**src/shared/miru_pkg.sv**
```systemverilog
// Operation
// RQ1: conversion-done event sets its flag; that flag alone is an independent request.
// RQ2: converter vector taken only with global enable, converter enable and flag set.
// RQ3: no interrupt call starts while the return stack is full; request waits.
// RQ4: servicing converter interrupt clears its flag and the global enable.
// RQ5: each timer has period and compare-A flags, each with its own enable.
// RQ6: timer period or compare-A match sets the matching timer flag.
// RQ7: timer vector needs global, timer source and group enables all set.
// RQ8: grouped service clears group flag and global enable, keeps source flag.
// RQ9: end of data-memory write cycle sets write-done flag, a grouped source.
// RQ10: write-done flag survives service, cleared only by software; needs three enables.
// RQ11: low-supply report sets low-supply flag, a grouped source.
// RQ12: low-supply flag survives service until software clears it; group flag clears.
// RQ13: in sleep or idle, any flag rising wakes the device, enables ignored.
// RQ14: flag already high at sleep entry gives no wake-up.
// RQ15: a set flag holds regardless of enable until serviced or cleared.
// RQ16: interrupt entry pushes only the program counter.
// RQ17: interrupt return sets global enable; plain return leaves it cleared.
// RQ18: three group flags; only these clear automatically on grouped service.
// RQ19: group flag sets when a member flag is raised with its enable set.
// RQ20: low-supply request raised only after a settling delay from low-voltage bit.
// RQ21: simultaneous enabled requests serviced lowest vector first.
package miru_pkg;
   localparam logic [11:0] ADDR_CTRL = 12'h000;
   localparam logic [11:0] ADDR_FLAG = 12'h004;
   localparam logic [11:0] ADDR_ENAB = 12'h008;
   localparam logic [11:0] ADDR_STAT = 12'h00c;
   // flag and enable bit positions (same in both registers)
   localparam int B_CONV = 0;
   localparam int B_T0P = 1;
   localparam int B_T0A = 2;
   localparam int B_T1P = 3;
   localparam int B_T1A = 4;
   localparam int B_NVM = 5;
   localparam int B_LVS = 6;
   localparam int B_MF0 = 7;
   localparam int NSRC = 10;
   localparam int NGRP = 3;
   localparam int B_GIE = 0;
   localparam logic [9:0] FLAG_RST = 10'h000;
   localparam logic [9:0] ENAB_RST = 10'h000;
   // vectors, lowest first is highest priority
   localparam logic [3:0] VEC_CONV = 4'h1;
   localparam logic [3:0] VEC_MF0 = 4'h2;
   localparam logic [3:0] VEC_MF1 = 4'h3;
   localparam logic [3:0] VEC_MF2 = 4'h4;
   localparam logic [3:0] VEC_NONE = 4'h0;
   localparam int LVS_SETTLE_NS = 200;
   localparam int CLK_NS = 20;
   localparam logic [7:0] LVS_SETTLE_CYC =
      8'((LVS_SETTLE_NS + CLK_NS - 1) / CLK_NS);
   localparam logic [31:0] PRDATA_RST = 32'h0000_0000;
endpackage

```
**src/rtl/miru_irq_unit.sv**
```systemverilog
// Design decisions made here: the register offsets and the APB slave port.
`timescale 1ns/1ps
`default_nettype none
module miru_irq_unit (
   input wire logic pclk, // system clock
   input wire logic presetn, // async reset, low
   input wire logic psel, // apb select
   input wire logic penable, // apb enable
   input wire logic pwrite, // apb direction
   input wire logic [11:0] paddr, // apb byte address
   input wire logic [31:0] pwdata, // apb write data
   output logic [31:0] prdata, // apb read data
   output logic pready, // apb ready
   output logic pslverr, // apb error
   input wire logic conv_done, // pulse: conversion finished
   input wire logic [1:0] tmr_period_match, // pulse per timer
   input wire logic [1:0] tmr_cmp_a_match, // pulse per timer
   input wire logic nvm_write_end, // pulse: write cycle ended
   input wire logic low_voltage_output_bit, // async level from monitor
   input wire logic stack_full, // core return stack full
   input wire logic irq_ack, // core took the vector
   input wire logic ret_irq, // interrupt return executed
   input wire logic ret_plain, // plain return executed
   input wire logic sleep_mode, // core in sleep or idle
   output logic irq_req, // vector request to core
   output logic [3:0] irq_vector, // vector index
   output logic push_pc_only, // core pushes program counter only
   output logic wake_up // wake pulse
);
   logic [9:0] flag;
   logic [9:0] enab;
   logic gie;
   logic [1:0] lv_sync;
   logic [7:0] lv_cnt;
   logic lv_event;
   logic [9:0] src_set;
   logic [9:0] sw_clr;
   logic [9:0] sw_set;
   logic [9:0] svc_clr;
   logic [9:0] flag_prev;
   logic [3:0] next_vec;
   logic wr;
   logic rd;

   function automatic logic [3:0] pick(input logic [9:0] f,
                                       input logic [9:0] e);
      // fixed priority: converter, then groups 0..2
      if (f[miru_pkg::B_CONV] && e[miru_pkg::B_CONV]) begin
         return miru_pkg::VEC_CONV;
      end else if (f[7] && e[7]) begin
         return miru_pkg::VEC_MF0;
      end else if (f[8] && e[8]) begin
         return miru_pkg::VEC_MF1;
      end else if (f[9] && e[9]) begin
         return miru_pkg::VEC_MF2;
      end else begin
         return miru_pkg::VEC_NONE;
      end
   endfunction

   ////////////////////////////////////////////////////////////////
   assign wr = psel && penable && pwrite;
   assign rd = psel && !penable && !pwrite;

   always_ff @(posedge pclk or negedge presetn) begin
      if (!presetn) begin
         pready <= 1'b0;
         pslverr <= 1'b0;
         prdata <= miru_pkg::PRDATA_RST;
      end else begin
         pready <= psel && !penable;
         pslverr <= 1'b0;
         if (rd) begin
            if (paddr == miru_pkg::ADDR_CTRL) begin
               prdata <= {31'h0000_0000, gie};
            end else if (paddr == miru_pkg::ADDR_FLAG) begin
               prdata <= {22'h00_0000, flag};
            end else if (paddr == miru_pkg::ADDR_ENAB) begin
               prdata <= {22'h00_0000, enab};
            end else if (paddr == miru_pkg::ADDR_STAT) begin
               prdata <= {27'h000_0000, irq_req, irq_vector};
            end else begin
               prdata <= miru_pkg::PRDATA_RST;
               pslverr <= 1'b1;
            end
         end
      end
   end

   // writes take effect at the access edge where pready is high
   assign sw_set = (wr && pready && paddr == miru_pkg::ADDR_FLAG) ?
                   pwdata[9:0] : 10'h000;
   assign sw_clr = (wr && pready && paddr == miru_pkg::ADDR_FLAG) ?
                   ~pwdata[9:0] : 10'h000;

   always_ff @(posedge pclk or negedge presetn) begin
      if (!presetn) begin
         enab <= miru_pkg::ENAB_RST;
      end else if (wr && pready && paddr == miru_pkg::ADDR_ENAB) begin
         enab <= pwdata[9:0];
      end
   end

   ////////////////////////////////////////////////////////////////
   // low-voltage level is asynchronous; settle counter gates the flag
   always_ff @(posedge pclk or negedge presetn) begin
      if (!presetn) begin
         lv_sync <= 2'b00;
         lv_cnt <= 8'h00;
      end else begin
         lv_sync <= {lv_sync[0], low_voltage_output_bit};
         if (!lv_sync[1]) begin
            lv_cnt <= 8'h00;
         end else if (lv_cnt != miru_pkg::LVS_SETTLE_CYC) begin
            lv_cnt <= lv_cnt + 8'h01; // RQ20
         end
      end
   end
   assign lv_event = lv_sync[1] && (lv_cnt == miru_pkg::LVS_SETTLE_CYC - 8'h01);

   always_comb begin
      src_set = 10'h000;
      src_set[miru_pkg::B_CONV] = conv_done; // RQ1
      src_set[miru_pkg::B_T0P] = tmr_period_match[0]; // RQ6
      src_set[miru_pkg::B_T0A] = tmr_cmp_a_match[0];
      src_set[miru_pkg::B_T1P] = tmr_period_match[1];
      src_set[miru_pkg::B_T1A] = tmr_cmp_a_match[1]; // RQ5
      src_set[miru_pkg::B_NVM] = nvm_write_end; // RQ9
      src_set[miru_pkg::B_LVS] = lv_event; // RQ11
      // group 0: timer 0, group 1: timer 1, group 2: nvm and low supply
      src_set[7] = |(flag[2:1] & enab[2:1]); // RQ19
      src_set[8] = |(flag[4:3] & enab[4:3]);
      src_set[9] = |(flag[6:5] & enab[6:5]);
   end

   // service clears converter or the one group flag only
   always_comb begin
      svc_clr = 10'h000;
      if (irq_ack && irq_req) begin
         if (irq_vector == miru_pkg::VEC_CONV) begin
            svc_clr[miru_pkg::B_CONV] = 1'b1; // RQ4
         end else if (irq_vector == miru_pkg::VEC_MF0) begin
            svc_clr[7] = 1'b1; // RQ8
         end else if (irq_vector == miru_pkg::VEC_MF1) begin
            svc_clr[8] = 1'b1; // RQ18
         end else if (irq_vector == miru_pkg::VEC_MF2) begin
            svc_clr[9] = 1'b1; // RQ10 RQ12
         end
      end
   end

   // group flags are level-derived, so a clear only sticks after
   // software clears the source flag or its enable; set wins over a clear, except that service clear beats a group's source set
   genvar g;
   generate
      for (g = 0; g < miru_pkg::NSRC; g = g + 1) begin : g_flag
         always_ff @(posedge pclk or negedge presetn) begin
            if (!presetn) begin
               flag[g] <= 1'b0;
            end else if ((src_set[g] && !(g >= 7 && svc_clr[g])) ||
                         sw_set[g]) begin
               flag[g] <= 1'b1;
            end else if (sw_clr[g] || svc_clr[g]) begin
               flag[g] <= 1'b0; // RQ15
            end
         end
      end
   endgenerate

   always_ff @(posedge pclk or negedge presetn) begin
      if (!presetn) begin
         gie <= 1'b0;
      end else if (irq_ack && irq_req) begin
         gie <= 1'b0; // RQ4
      end else if (ret_irq) begin
         gie <= 1'b1; // RQ17
      end else if (wr && pready && paddr == miru_pkg::ADDR_CTRL) begin
         gie <= pwdata[miru_pkg::B_GIE];
      end
   end

   ////////////////////////////////////////////////////////////////
   assign next_vec = pick(flag, {enab[9:7], 6'h00, enab[0]}); // RQ21

   always_ff @(posedge pclk or negedge presetn) begin
      if (!presetn) begin
         irq_req <= 1'b0;
         irq_vector <= miru_pkg::VEC_NONE;
         push_pc_only <= 1'b0;
      end else begin
         irq_req <= gie && !stack_full && !(irq_ack && irq_req) &&
                    (next_vec != miru_pkg::VEC_NONE); // RQ2 RQ3 RQ7
         irq_vector <= next_vec;
         push_pc_only <= irq_ack && irq_req; // RQ16
      end
   end

   ////////////////////////////////////////////////////////////////
   // previous flags sampled every cycle, so a flag high at entry
   // shows no rising edge
   always_ff @(posedge pclk or negedge presetn) begin
      if (!presetn) begin
         flag_prev <= miru_pkg::FLAG_RST;
         wake_up <= 1'b0;
      end else begin
         flag_prev <= flag;
         wake_up <= sleep_mode && |(flag & ~flag_prev); // RQ13 RQ14
      end
   end
endmodule
`default_nettype wire

```
**config.mk**
```make
export PLATFORM = sky130hd
export DESIGN_NAME = miru_irq_unit
export DESIGN_NICKNAME = d
export VERILOG_FILES = /design/src/shared/miru_pkg.sv /design/src/rtl/miru_irq_unit.sv
export SDC_FILE = /design/constraint.sdc
export NUM_CORES = 1
export LEC_CHECK = 0
export ABC_AREA = 1
export BUFFER_PORTS_ARGS = -buffer_cell sky130_fd_sc_hd__buf_4
export CAP_MARGIN = 20
export CORE_MARGIN = 10
export CORE_UTILIZATION = 50
export CTS_BUF_LIST = sky130_fd_sc_hd__clkbuf_4 sky130_fd_sc_hd__clkbuf_8 sky130_fd_sc_hd__clkbuf_16
export CTS_CLUSTER_SIZE = 16
export DETAILED_ROUTE_END_ITERATION = 8
export PLACE_DENSITY = 0.83
export SYNTH_ARGS = -nofsm -noshare
export SYNTH_HDL_FRONTEND = slang
export SYNTH_SLANG_ARGS = --single-unit
```
**constraint.sdc**
```tcl
create_clock -name pclk -period 1.5 [get_ports pclk]
set_input_delay 0.15 -clock pclk [delete_from_list [all_inputs] [get_ports pclk]]
set_output_delay 0.15 -clock pclk [all_outputs]
set_load 0.01 [all_outputs]
```
### Yosys cells after proc, flatten, opt, wreduce, memory -nomap -nowiden

Cells that the tools add are included.

* mux-type cells: 49
* add/subtract/negate cells: 1
* bitwise logic cells: 6
* reductions and logical operators: 59
* eq/ne operators: 10

Operator list (number)
* $mux W32: 3
* $mux W1: 34
* $eq A12 B4 Y1 const B: 2
* $logic_and A1 B1 Y1: 21
* $mux W10: 2
* $not A10 Y10: 2
* $reduce_bool A2 Y1: 10
* $mux W3: 6
* $mux W8: 2
* $logic_or A1 B1 Y1: 14
* $eq A12 B3 Y1 const B: 1
* $logic_not A12 Y1: 1
* $and A10 B10 Y10: 1
* $reduce_or A10 Y1: 1
* $add A8 B1 Y8 const B: 1
* $eq A4 B2 Y1 const B: 2
* $eq A8 B4 Y1 const B: 1
* $ne A8 B4 Y1 const B: 1
* $logic_not A1 Y1: 7
* $and A2 B2 Y2: 3
* $reduce_or A2 Y1: 3
* $mux W5: 1
* $eq A4 B1 Y1 const B: 1
* $eq A4 B3 Y1 const B: 1
* 4 further kinds: 4

* output and inout port bits: 41
* logic and storage cells: 147
* input bits: 61
* bits in registers: 82

### Depth between registers and ports, before layout

Gate-level depths: netlist of run 1.

* word-level depth: 10
* depth in mapped cells: 9
* depth with buffers taken out: 8

### Least setup slack after synthesis of run 1

Ideal clock, no wire load.

* path type: reg2reg
* start point: register lv_cnt[2]
* end point: register lv_cnt[0]
* buffers on the path: 0
* clock period less this slack: 1.263 ns
* slack: 0.237 ns
* library setup time: 0.077 ns
* cell stages (with the launch flop): 7
* data required time: 1.423 ns
* arrival: 1.185 ns
* cells stage by stage: dfrtp_1 > or2_2 > inv_1 > nand2_1 > nor2_1 > o21ai_0 > a21oi_1

* word-level cells in the longest chain between the ends: 2

RTL lines
* from (decl): line miru_irq_unit.sv:34 `logic [7:0] lv_cnt;`
* from (signal assigned): line miru_irq_unit.sv:115 `lv_cnt <= lv_cnt + 8'h01;`
* $ne A8 B4 Y1: line miru_irq_unit.sv:114 `end else if (lv_cnt != miru_pkg::LVS_SETTLE_CYC) begin`
* $ne A2 B1 Y1 (no source line)

No other way between the ends.
A chain may end at the register's enable or synchronous reset.

### Worst setup path in the final report of run 1

* start point: register pready
* end point: register flag[9]

* word-level cells in the longest chain between the ends: 5

RTL lines
* from (decl): line miru_irq_unit.sv:13 `output logic pready,`
* from (signal assigned): line miru_irq_unit.sv:71 `pready <= psel && !penable;`
* $logic_and A1 B1 Y1 (*) (2 in series): line miru_irq_unit.sv:91, miru_irq_unit.sv:93
* $mux W10 (on tied branches): line miru_irq_unit.sv:91, miru_irq_unit.sv:93
* $logic_or A1 B1 Y1 (on tied branches): line miru_irq_unit.sv:160, miru_irq_unit.sv:163
* $mux W1 / $reduce_bool A2 Y1 (equally long branches)
* to (signal, indexed assignment): line miru_irq_unit.sv:159 `flag[g] <= 1'b0;`
* to (signal, indexed assignment): line miru_irq_unit.sv:162 `flag[g] <= 1'b1;`
* to (signal, indexed assignment): line miru_irq_unit.sv:164 `flag[g] <= 1'b0;`
* to (decl): line miru_irq_unit.sv:30 `logic [9:0] flag;`

Every way passes the cells marked *; elsewhere a longest branch is shown, timed or not.

==> results of run 1 <==
[through the flow]
| stage | TNS (ns) | hold WS (ns) | area, µm² | worst slack (ns) |
|---|---|---|---|---|
| after floorplan | 0 | -0.146 | 2990 | 0.237 |
| after global placement | 0 | 0.0610 | 3340 | 0.0666 |
| after detailed placement | 0 | 0.0646 | 3340 | 0.0355 |
| after CTS | 0 | 0.00286 | 3610 | 0.0513 |
| after global routing | -0.0149 | 0.00334 | 3620 | -0.0103 |
| final | 0 | 0.00650 | 3620 | 0.0758 |
[worst max-delay path, stage by stage, from the launching register on]
cell and delay (ns):
dfrtp_1 0.35, nand2_1 0.05, nor2_1 0.26, nand3_2 0.21, buf_4 0.23, nand2_1 0.07, nand2_1 0.06, nand2_1 0.05
nand2_1 0.04
[where the power goes]
part | switching, mW | internal (mW)
Clock | 0.626 | 1.09
Combinational | 0.129 | 0.104
Sequential | 0.0146 | 1.61
Total | 0.769 | 2.80
[cells in the mapped netlist, drive strengths merged (3+ instances only)]
library cell / count / area share [%]
a21oi: 13 / 2.2
buf: 29 / 7.6
dfrtp: 59 / 51
ha: 3 / 1.3
inv: 52 / 6.7
nand2: 83 / 11
nand3: 28 / 5.2
nand4: 7 / 1.5
nor2: 35 / 4.5
nor3: 5 / 1.4
o21ai: 26 / 4.5
o22ai: 6 / 1.3
[final timing paths]
path / start / endpoint / slack, ns / cells after the start
min reg2reg: lv_sync[0] / lv_sync[1] / 0.36 / 0
min in group asynchronous: presetn / push_pc_only / 0.23 / 2
max reg2reg: pready / flag[9] / 0.08 / 8
max: pready / flag[9] / 0.08 / 8
min: conv_done / flag[0] / 0.007 / 2
max in group asynchronous: presetn / flag_prev[7] / 0.78 / 3
[repair_timing]
| item | 4_1_cts | 5_1_grt |
|---|---|---|
| hold endpoints to repair | 24 | 1 |
| gates resized for setup | 0 | 1 |
| setup endpoints to repair | 0 | 5 |
| hold buffers | 3 | 1 |
[cell type report]
| cell class | instances | area [µm²] |
|---|---|---|
| fill | 451 | 1950 |
| sequential | 59 | 1480 |
| multi-input combinational | 236 | 1090 |
| timing repair buffer | 67 | 526 |
| inverter | 52 | 195 |
| clock buffer | 13 | 173 |
| tap | 72 | 90.1 |
| clock inverter | 3 | 68.8 |
[cell families after synthesis]
kind of cell / synth area share (%)
other cells: 0.129
flops: 50.8
simple gates: 23.9
buf+inv: 14.6
compound gates: 9.30
fa+ha+maj: 1.29
[metal layers]
metal	GRT usage [%]	up-vias	wire (µm)	share of wire, %
li1	-	1230	-	-
met1	17.0	1130	2600	39
met2	25.3	99	3350	50
met3	5.60	10	651	9.7
met4	6.02	0	85	1.3
met5	0	-	0	0
[sequential cells by signal, indices dropped and copies added, names as in the netlist, 2 cells and up]
name and cells:
lv_cnt 8, flag_prev 10, prdata 10, flag 10
lv_sync 2, irq_vector 3, enab 10
[cell usage in the layout (no fill, tap or decap)]
| cell type | count |
|---|---|
| a22o_1 | 1 |
| conb_1 | 23 |
| buf_12 | 1 |
| a31oi_1 | 1 |
| ha_1 | 3 |
| nand4_1 | 7 |
| nand3b_1 | 1 |
| or2_2 | 1 |
| a21oi_1 | 13 |
| nand3_2 | 2 |
| dfrtp_1 | 59 |
| nand2_2 | 1 |
| o21ai_1 | 14 |
| nand3_1 | 26 |
| o21ai_0 | 12 |
| clkbuf_8 | 12 |
| o211ai_1 | 2 |
| o31ai_1 | 1 |
| bufinv_16 | 2 |
| nor3_4 | 1 |
| o22ai_1 | 6 |
| clkbuf_4 | 1 |
| nand2_1 | 82 |
| nor3_1 | 3 |
| clkinv_4 | 1 |
| dlygate4sd3_1 | 4 |
| inv_2 | 1 |
| buf_4 | 62 |
| nor2_1 | 34 |
| nor2_2 | 1 |
| inv_1 | 51 |
| nor3_2 | 1 |
==> summary.md, run 1 <==
| Metric | Value |
|---|---|
| Core area | around 5600 µm² |
| Arrival @ worst endpoint | around 1.7 ns |
| CTS Buffer Depth | 2 |
| Post-CTS Setup Inserts | 0 |
| Routed len/inst | about 13 µm |
| Layout Nets | approximately 490 |
| CTS buffer count | 9 |
| Yosys synthesis warning count | 0 |
| Max FO, Critical Path | 12 |
| Clock Tree Root | clkbuf_8 |
| Vias | roughly 2500 |
| F_max | 0.702 GHz |
| Synth Cell Area | around 2900 µm² |
| Sequential element share of the synthesized area | between 50% and 60% |
| Clk pin slew, worst setup/hold paths | about 0.070 ns |
| Post-synthesis cell type count | 28 |
| IO Count | approximately 100 |
| Syn-to-layout area delta | 24.6% |
| Die area | roughly 9300 µm² |
| Post-synthesis async set-or-reset flop share | 100% |
| Drt total wl | approximately 6.7 mm |
| Latest clock arrival within the worst-skew pair | around 0.34 ns |
| DRC | 0 |
| Cell count after synthesis | approximately 360 |
| Ys flop type | dfrtp_1 |
| Max IR drop VDD | 650 µV |
| Drt first pass iters | 4 |
| Total Routing Usage GR | about 15% |
| Fraction of layout cells with a size suffix above 1 | roughly a fifth |
| Antenna Violating Nets Remaining | 0 |
| Outcome | finished, final reports clean |
| DR iter-0 viols | roughly 150 |
| WP data required | ~1.7 ns |
| LEAKAGE | just under 2 nW |
| Minimum period implied by the final worst setup slack | around 1.4 ns |
| #FFs+latches synth | 59 |
| Count of buffers from port buffering | 55 |
| PwrDens | 987 nW/µm² |
| Setup CP Type | reg2reg |
| H-tree Lvls | 3 |
| Row count | 27 |
| Drt via density | ~5 |
| Fin crit share | a little over nine tenths |
| Final GP Congestion | ~0.85 |
| Die Wd | between 90 and 100 µm |
| Setup violations, final | 0 |
| DP Cell Count | 482 |
| Avg Inst Size Synth | roughly 8.2 µm² |
| Worst Setup End Kind | register |
| Final core occ | between 60 and 70% |
| First-pass GRT wire length | 11.0 mm |
| Total of max-cap violations | 0 |
| Die Y | 96.2 µm |
| Starting Density | a little over half |
| Cell Count, Final, Fillers Out | ~500 |
| Number of flops mapped to enable cells by yosys | 0 |
| Largest net degree at the start of global routing | 38 |
| Worst Skew | about 0.0087 ns |
| Startpoint Class | register |
| GRT Residual Overflow | 0 |
| RSZ-0062 raised after global routing | true |
| Overall Power | 3.57 mW |
| Final-report hold violation count | 0 |
| Final Slew Violations | 0 |
| Vias in the first global route | approximately 2400 |
| Sinks on Clock Net | 59 |
| Ant diodes | 0 |
| CTS tree | built |
| Initial antenna violation count | 0 |
| Type of the most critical hold path | in2reg |
| HPWL Detailed | roughly 5.2 mm |
Note: power is estimated with default switching activity, not from simulation.
==> inputs of run 2 (changes only) <==
- CELL_PAD_IN_SITES_DETAIL_PLACEMENT: unset -> 1
- CELL_PAD_IN_SITES_GLOBAL_PLACEMENT: unset -> 1
- CORE_UTILIZATION: 50 -> 36
- PLACE_DENSITY: 0.83 -> unset
- PLACE_DENSITY_LB_ADDON: unset -> 0.2
- SETUP_SLACK_MARGIN: unset -> 0.02
==> run 2 against run 1 <==
  * Non-clock buffer count increased by 5
  * Sequential share of layout area down 0.40 points
  * Flip-flop and latch count unchanged
  * Clock-buffer cell count unchanged
  * Largest power group is now sequential cells
  * Sequential power barely moved
  * Routed wire length grew 14%
  * Hold slack improved by 0.011 ns
  * First-iteration DRC count is 61% lower
  * Clock power is 23% lower
  * Die area increased by 30%
==> summary.md, run 2 (synthesized netlist as in run 1, its figures left out) <==
| Metric | Value |
|---|---|
| Drt via density | 4.59 (-6.6%) |
| Die area | 12100 µm² (+30%) |
| Latest clock arrival within the worst-skew pair | 0.33 ns (about the same) |
| Overall Power | 3.19 mW (-11%) |
| Setup CP Type | reg2reg |
| F_max | 0.739 GHz (+5.3%) |
| Vias | 2461 (-0.32%) |
| Setup violations, final | 0 (unchanged) |
| Ant diodes | 0 (unchanged) |
| Type of the most critical hold path | in2reg |
| CTS Buffer Depth | 2 (unchanged) |
| Clk pin slew, worst setup/hold paths | 0.07 ns (about the same) |
| Final core occ | 46.8% (-18 points) |
| Max FO, Critical Path | 5 (-7) |
| Layout Nets | 494 (+1.0%) |
| Post-CTS Setup Inserts | 0 (unchanged) |
| Die Y | 110 µm (+14%) |
| First-pass GRT wire length | 12.3 mm (+13%) |
| Area occupied by multi-input gates | 1100 µm² (+0.92%) |
| Largest net degree at the start of global routing | 34 (-11%) |
| LEAKAGE | 1.98 nW (+0.22%) |
| Outcome | finished, final reports clean |
| Startpoint Class | register |
| Max IR drop VDD | 462 µV (-29%) |
| Antenna Violating Nets Remaining | 0 (unchanged) |
| Most common cell after layout, fill and taps aside | nand2_1 |
| Vias in the first global route | 2538 (+5.7%) |
| Core area | 7810 µm² (+40%) |
| Sinks on Clock Net | 59 (unchanged) |
| Fin crit share | 90.2% (-4.7 points) |
| Row count | 32 (+19%) |
| Die Wd | 110 µm (+14%) |
| Syn-to-layout area delta | 25.8% |
| Worst Setup End Kind | register |
| Cell Count, Final, Fillers Out | 536 (+6.8%) |
| Arrival @ worst endpoint | 1.61 ns (-0.05 ns) |
| PwrDens | 873 nW/µm² (-11%) |
| RSZ-0062 raised after global routing | false |
| CTS buffer count | 9 (unchanged) |
| CTS tree | built |
| Total of max-cap violations | 0 (unchanged) |
| WP data required | 1.75 ns (about the same) |
| IO Count | 102 (unchanged) |
| HPWL Detailed | 6.09 mm (+18%) |
| Drt total wl | 7.60 mm (+14%) |
| Register area | 1480 µm² (unchanged) |
| Most frequent cells in the layout | nand2_1, buf_4, dfrtp_1, inv_1, nor2_1 |
| DP Cell Count | 518 (+7.5%) |
| Worst Skew | 0.00715 ns (-0.00150 ns) |
| Starting Density | 37.2% (-15 points) |
| Fraction of layout cells with a size suffix above 1 | 21.9% (+1.7 points) |
| Drt first pass iters | 4 (unchanged) |
| Setup TNS | 0 ns (unchanged) |
| Final-report hold violation count | 0 (unchanged) |
| Initial antenna violation count | 0 (unchanged) |
| DR iter-0 viols | 59 (-61%) |
| Count of buffers from port buffering | 55 (unchanged) |
| Minimum period implied by the final worst setup slack | 1.35 ns (-0.0712 ns) |
| Fillers | 981 (+120%) |
| GRT Residual Overflow | 0 (unchanged) |
| Routed len/inst | 14.2 µm (+6.4%) |
| Final Slew Violations | 0 (unchanged) |
| Final GP Congestion | 0.780 (-8.7%) |
| H-tree Lvls | 3 (unchanged) |
| DRC | 0 (unchanged) |
| Clock Tree Root | clkbuf_8 |
| Total Routing Usage GR | 12.8% (-2.3 points) |
==> run 2: cell count changes in the layout (fill, tap and decap cells not counted) <==
cell           before  now
buf_4              62   67
bufinv_16           2    0
clkinv_2            0    2
nor2_1             34   32
buf_12              1    2
clkinv_4            1    0
dlygate4sd3_1       4    3
inv_1              51   50
inv_2               1    2
nor2_2              1    2
nor2_4              0    1
==> run 2: metrics by stage <==
| step | setup WS, ns | hold slack [ns] | area [µm²] |
|---|---|---|---|
| after floorplan | 0.237 | -0.146 | 2990 |
| final | 0.147 | 0.0178 | 3660 |
| after global routing | 0.00739 | 0.0109 | 3660 |
| after detailed placement | 0.0488 | 0.0930 | 3430 |
| after global placement | 0.132 | 0.0956 | 3430 |
| after CTS | 0.0284 | 0.00748 | 3640 |
==> run 2: layout make-up <==
cell class | instances | area share (%)
multi-input cells | 236 | 30.1
well taps | 102 | 3.49
repair buffers | 72 | 15.7
inverters | 52 | 5.34
clock buffers | 13 | 4.72
clock inverters | 2 | 0.274
flip-flops and latches | 59 | 40.4
==> run 2: what timing repair did <==
action / CTS / global route
resized for setup: 0 / 5
hold endpoints to repair: 28 / 0
hold buffers: 3 / 0
endpoints found under the setup margin: 0 / 8
==> run 2: worst paths after layout <==
kind	startpoint	to	slack (ns)	depth (start not counted)
worst min register to register	lv_sync[0]	lv_sync[1]	0.36	0
worst max register to register	lv_cnt[3]	lv_cnt[0]	0.15	7
worst max-delay path	lv_cnt[3]	lv_cnt[0]	0.15	7
min in group asynchronous	presetn	push_pc_only	0.28	2
worst min-delay path	conv_done	flag[0]	0.02	2
max in group asynchronous	presetn	flag_prev[1]	0.73	3
==> run 2: worst max-delay path, stage by stage (launching register included) <==
cell and delay, ns:
dfrtp_1 0.37, inv_1 0.09, or2_2 0.28, inv_1 0.07
nand2_1 0.09, nor2_4 0.15, o21ai_0 0.09, a21oi_1 0.14
==> run 2: power breakdown <==
part           switching (mW)  internal (mW)
Sequential             0.0143           1.61
Combinational           0.133          0.105
Clock                   0.596          0.739
Total                   0.743           2.45
==> run 2: metal layers <==
layer  GRT usage, %  vias up  wire (µm)
met5              0        -          0
li1               -     1233          -
met2           21.3       45       3790
met4           3.90        0         93
met3           3.04        8        419
met1           15.9     1175       3290
==> inputs of run 3 (changes only) <==
- REMOVE_ABC_BUFFERS: unset -> 1
==> run 3 against run 2 <==
  * Register-to-register slack about the same
  * Largest power group unchanged
  * Clock-buffer cell count down 2
  * Worst setup slack lost 0.0036 ns
  * Highest routed layer unchanged
==> summary.md, run 3 (synthesized netlist as in run 1, its figures left out) <==
| Metric | Value |
|---|---|
| Outcome | finished, final reports clean |
| Overall Power | 3.07 mW (-3.8%) |
| Setup TNS | 0 ns (unchanged) |
| Setup violations, final | 0 (unchanged) |
| WP data required | 1.75 ns (about the same) |
| Setup CP Type | reg2reg |
| Critical path, cell by cell | inv_1 -> or2_2 -> inv_1 -> nand2_1 -> nor2_4 -> o21ai_0 -> a21oi_1 |
| Pre-CTS WS | 0.0472 ns (-0.00158 ns) |
| CTS tree | built |
| Worst Setup End Kind | register |
| Type of the most critical hold path | in2reg |
| Layout Nets | 492 (-0.40%) |
| Syn-to-layout area delta | 24.3% |
| Minimum period implied by the final worst setup slack | 1.36 ns (+0.00361 ns) |
| F_max | 0.737 GHz (-0.27%) |
| DRC | 0 (unchanged) |
| Count of buffers from port buffering | 55 (unchanged) |
| Register area | 1480 µm² (unchanged) |
| Fraction of layout cells with a size suffix above 1 | 20.9% (-1.0 points) |
| Vias | 2426 (-1.4%) |
| Die area | 12100 µm² (unchanged) |
| Area occupied by multi-input gates | 1100 µm² (-0.23%) |
| Max FO, Critical Path | 5 (unchanged) |
| Drt via density | 4.55 (-0.87%) |
| Arrival @ worst endpoint | 1.61 ns (about the same) |
| Max IR drop VDD | 540 µV (+17%) |
| Vias in the first global route | 2593 (+2.2%) |
| Total Routing Usage GR | 13.0% (+0.18 points) |
| Clk pin slew, worst setup/hold paths | 0.07 ns (about the same) |
| Met1 Usage GRT | 16.1% (+0.18 points) |
| LEAKAGE | 1.96 nW (-1.2%) |
| Routed len/inst | 14.5 µm (+2.6%) |
| Ant diodes | 0 (unchanged) |
| Initial antenna violation count | 0 (unchanged) |
| Most frequent cells in the layout | nand2_1, buf_4, dfrtp_1, inv_1, nor2_1 |
| RSZ-0062 raised after global routing | false |
| Core area | 7810 µm² (unchanged) |
| First-pass GRT wire length | 12.3 mm (-0.34%) |
| Clock Tree Root | clkbuf_8 |
| GRT Residual Overflow | 0 (unchanged) |
| Met2 global-route usage | 21.2% (-0.17 points) |
| Slowest CP cell | dfrtp_1 |
| IO Count | 102 (unchanged) |
| Final setup margin | 0.143 ns (-0.00361 ns) |
| CP most frequent cell | inv_1 |
| Latest clock arrival within the worst-skew pair | 0.32 ns (about the same) |
| Cell Count, Final, Fillers Out | 533 (-0.56%) |
| Drt first pass iters | 4 (unchanged) |
| PwrDens | 851 nW/µm² (-2.6%) |
| Slowest cell delay on critical path | 0.37 ns (about the same) |
| CTS buffer count | 9 (unchanged) |
| Most used routing layer | met2 |
| DP Cell Count | 516 (-0.39%) |
| Final Slew Violations | 0 (unchanged) |
| Drt total wl | 7.75 mm (+2.0%) |
| Fillers | 976 (-0.51%) |
| Die Wd | 110 µm (unchanged) |
| Die Y | 110 µm (unchanged) |
| Largest net degree at the start of global routing | 28 (-18%) |
| Final GP Congestion | 0.779 (-0.22%) |
| Sinks on Clock Net | 59 (unchanged) |
| Row count | 32 (unchanged) |
| Setup slack, reg-to-reg | 0.14 ns (about the same) |
| Antenna Violating Nets Remaining | 0 (unchanged) |
| Total of max-cap violations | 0 (unchanged) |
| Starting Density | 37.2% (unchanged) |
| Met3 usage | 3.10% (+0.059 points) |
| DR iter-0 viols | 61 (+3.4%) |
| Final-report hold violation count | 0 (unchanged) |
| Startpoint Class | register |
| Fin crit share | 90.4% (+0.24 points) |
| Worst Skew | 0.00628 ns (-0.000869 ns) |
| HPWL Detailed | 6.08 mm (-0.15%) |
| Most common cell after layout, fill and taps aside | nand2_1 |
| H-tree Lvls | 3 (unchanged) |
| Post-CTS Setup Inserts | 0 (unchanged) |
| CTS Buffer Depth | 2 (unchanged) |
## run 3: changes by cell type in the layout (fill, tap and decap cells not counted)
cell / before / now
clkbuf_8: 12 / 9
buf_4: 67 / 65
clkbuf_4: 1 / 2
clkinvlp_4: 0 / 1
inv_1: 50 / 51
inv_2: 2 / 1
nor2_1: 32 / 33
nor2_2: 2 / 1
## run 3: cell type report
type,instances,area share [%]
clock inverter,3,0.485
timing repair buffer,70,15.4
tap,102,3.53
sequential,59,40.9
multi-input combinational,236,30.4
inverter,52,5.40
clock buffer,11,3.84
## run 3: metal layers
layer | part of all wire (%) | up-vias
met5 | 0 | -
met4 | 1.4 | 0
li1 | - | 1232
met2 | 47 | 63
met1 | 45 | 1124
met3 | 6.5 | 7
## run 3: critical path, delay by kind of cell (launching register included)
family / cells / cell delay [ns]
flops: 1 / 0.37
compound gates: 2 / 0.24
buf+inv: 2 / 0.17
simple gates: 3 / 0.51
## run 3: through the flow
stage / hold WS, ns / utilization, % / cell area (µm²)
floorplan: -0.146 / - / 2760
global placement: 0.0369 / 43.8 / 3420
detailed placement: 0.0431 / 43.8 / 3420
CTS: 0.0145 / 46.1 / 3600
global route: 0.0282 / 46.3 / 3610
finish: 0.0302 / 46.3 / 3610
## run 3: worst paths after layout
path / startpoint / endpoint / cells after the start
max reg2reg: lv_cnt[3] / lv_cnt[0] / 7
min: tmr_period_match[1] / flag[3] / 3
max: lv_cnt[3] / lv_cnt[0] / 7
max in group asynchronous: presetn / prdata[1] / 3
min reg2reg: lv_sync[0] / lv_sync[1] / 0
min in group asynchronous: presetn / lv_sync[0] / 2
## run 3: timing repair
action / CTS / global route
resized for setup: 0 / 3
hold buffers: 3 / 0
endpoints found under the hold margin: 44 / 0
setup endpoints to repair: 0 / 6
## run 3: power by group
group / internal [mW] / total [mW] / switching (mW)
registers: 1.61 / 1.62 / 0.0132
clock network: 0.612 / 1.21 / 0.598
logic: 0.107 / 0.244 / 0.137
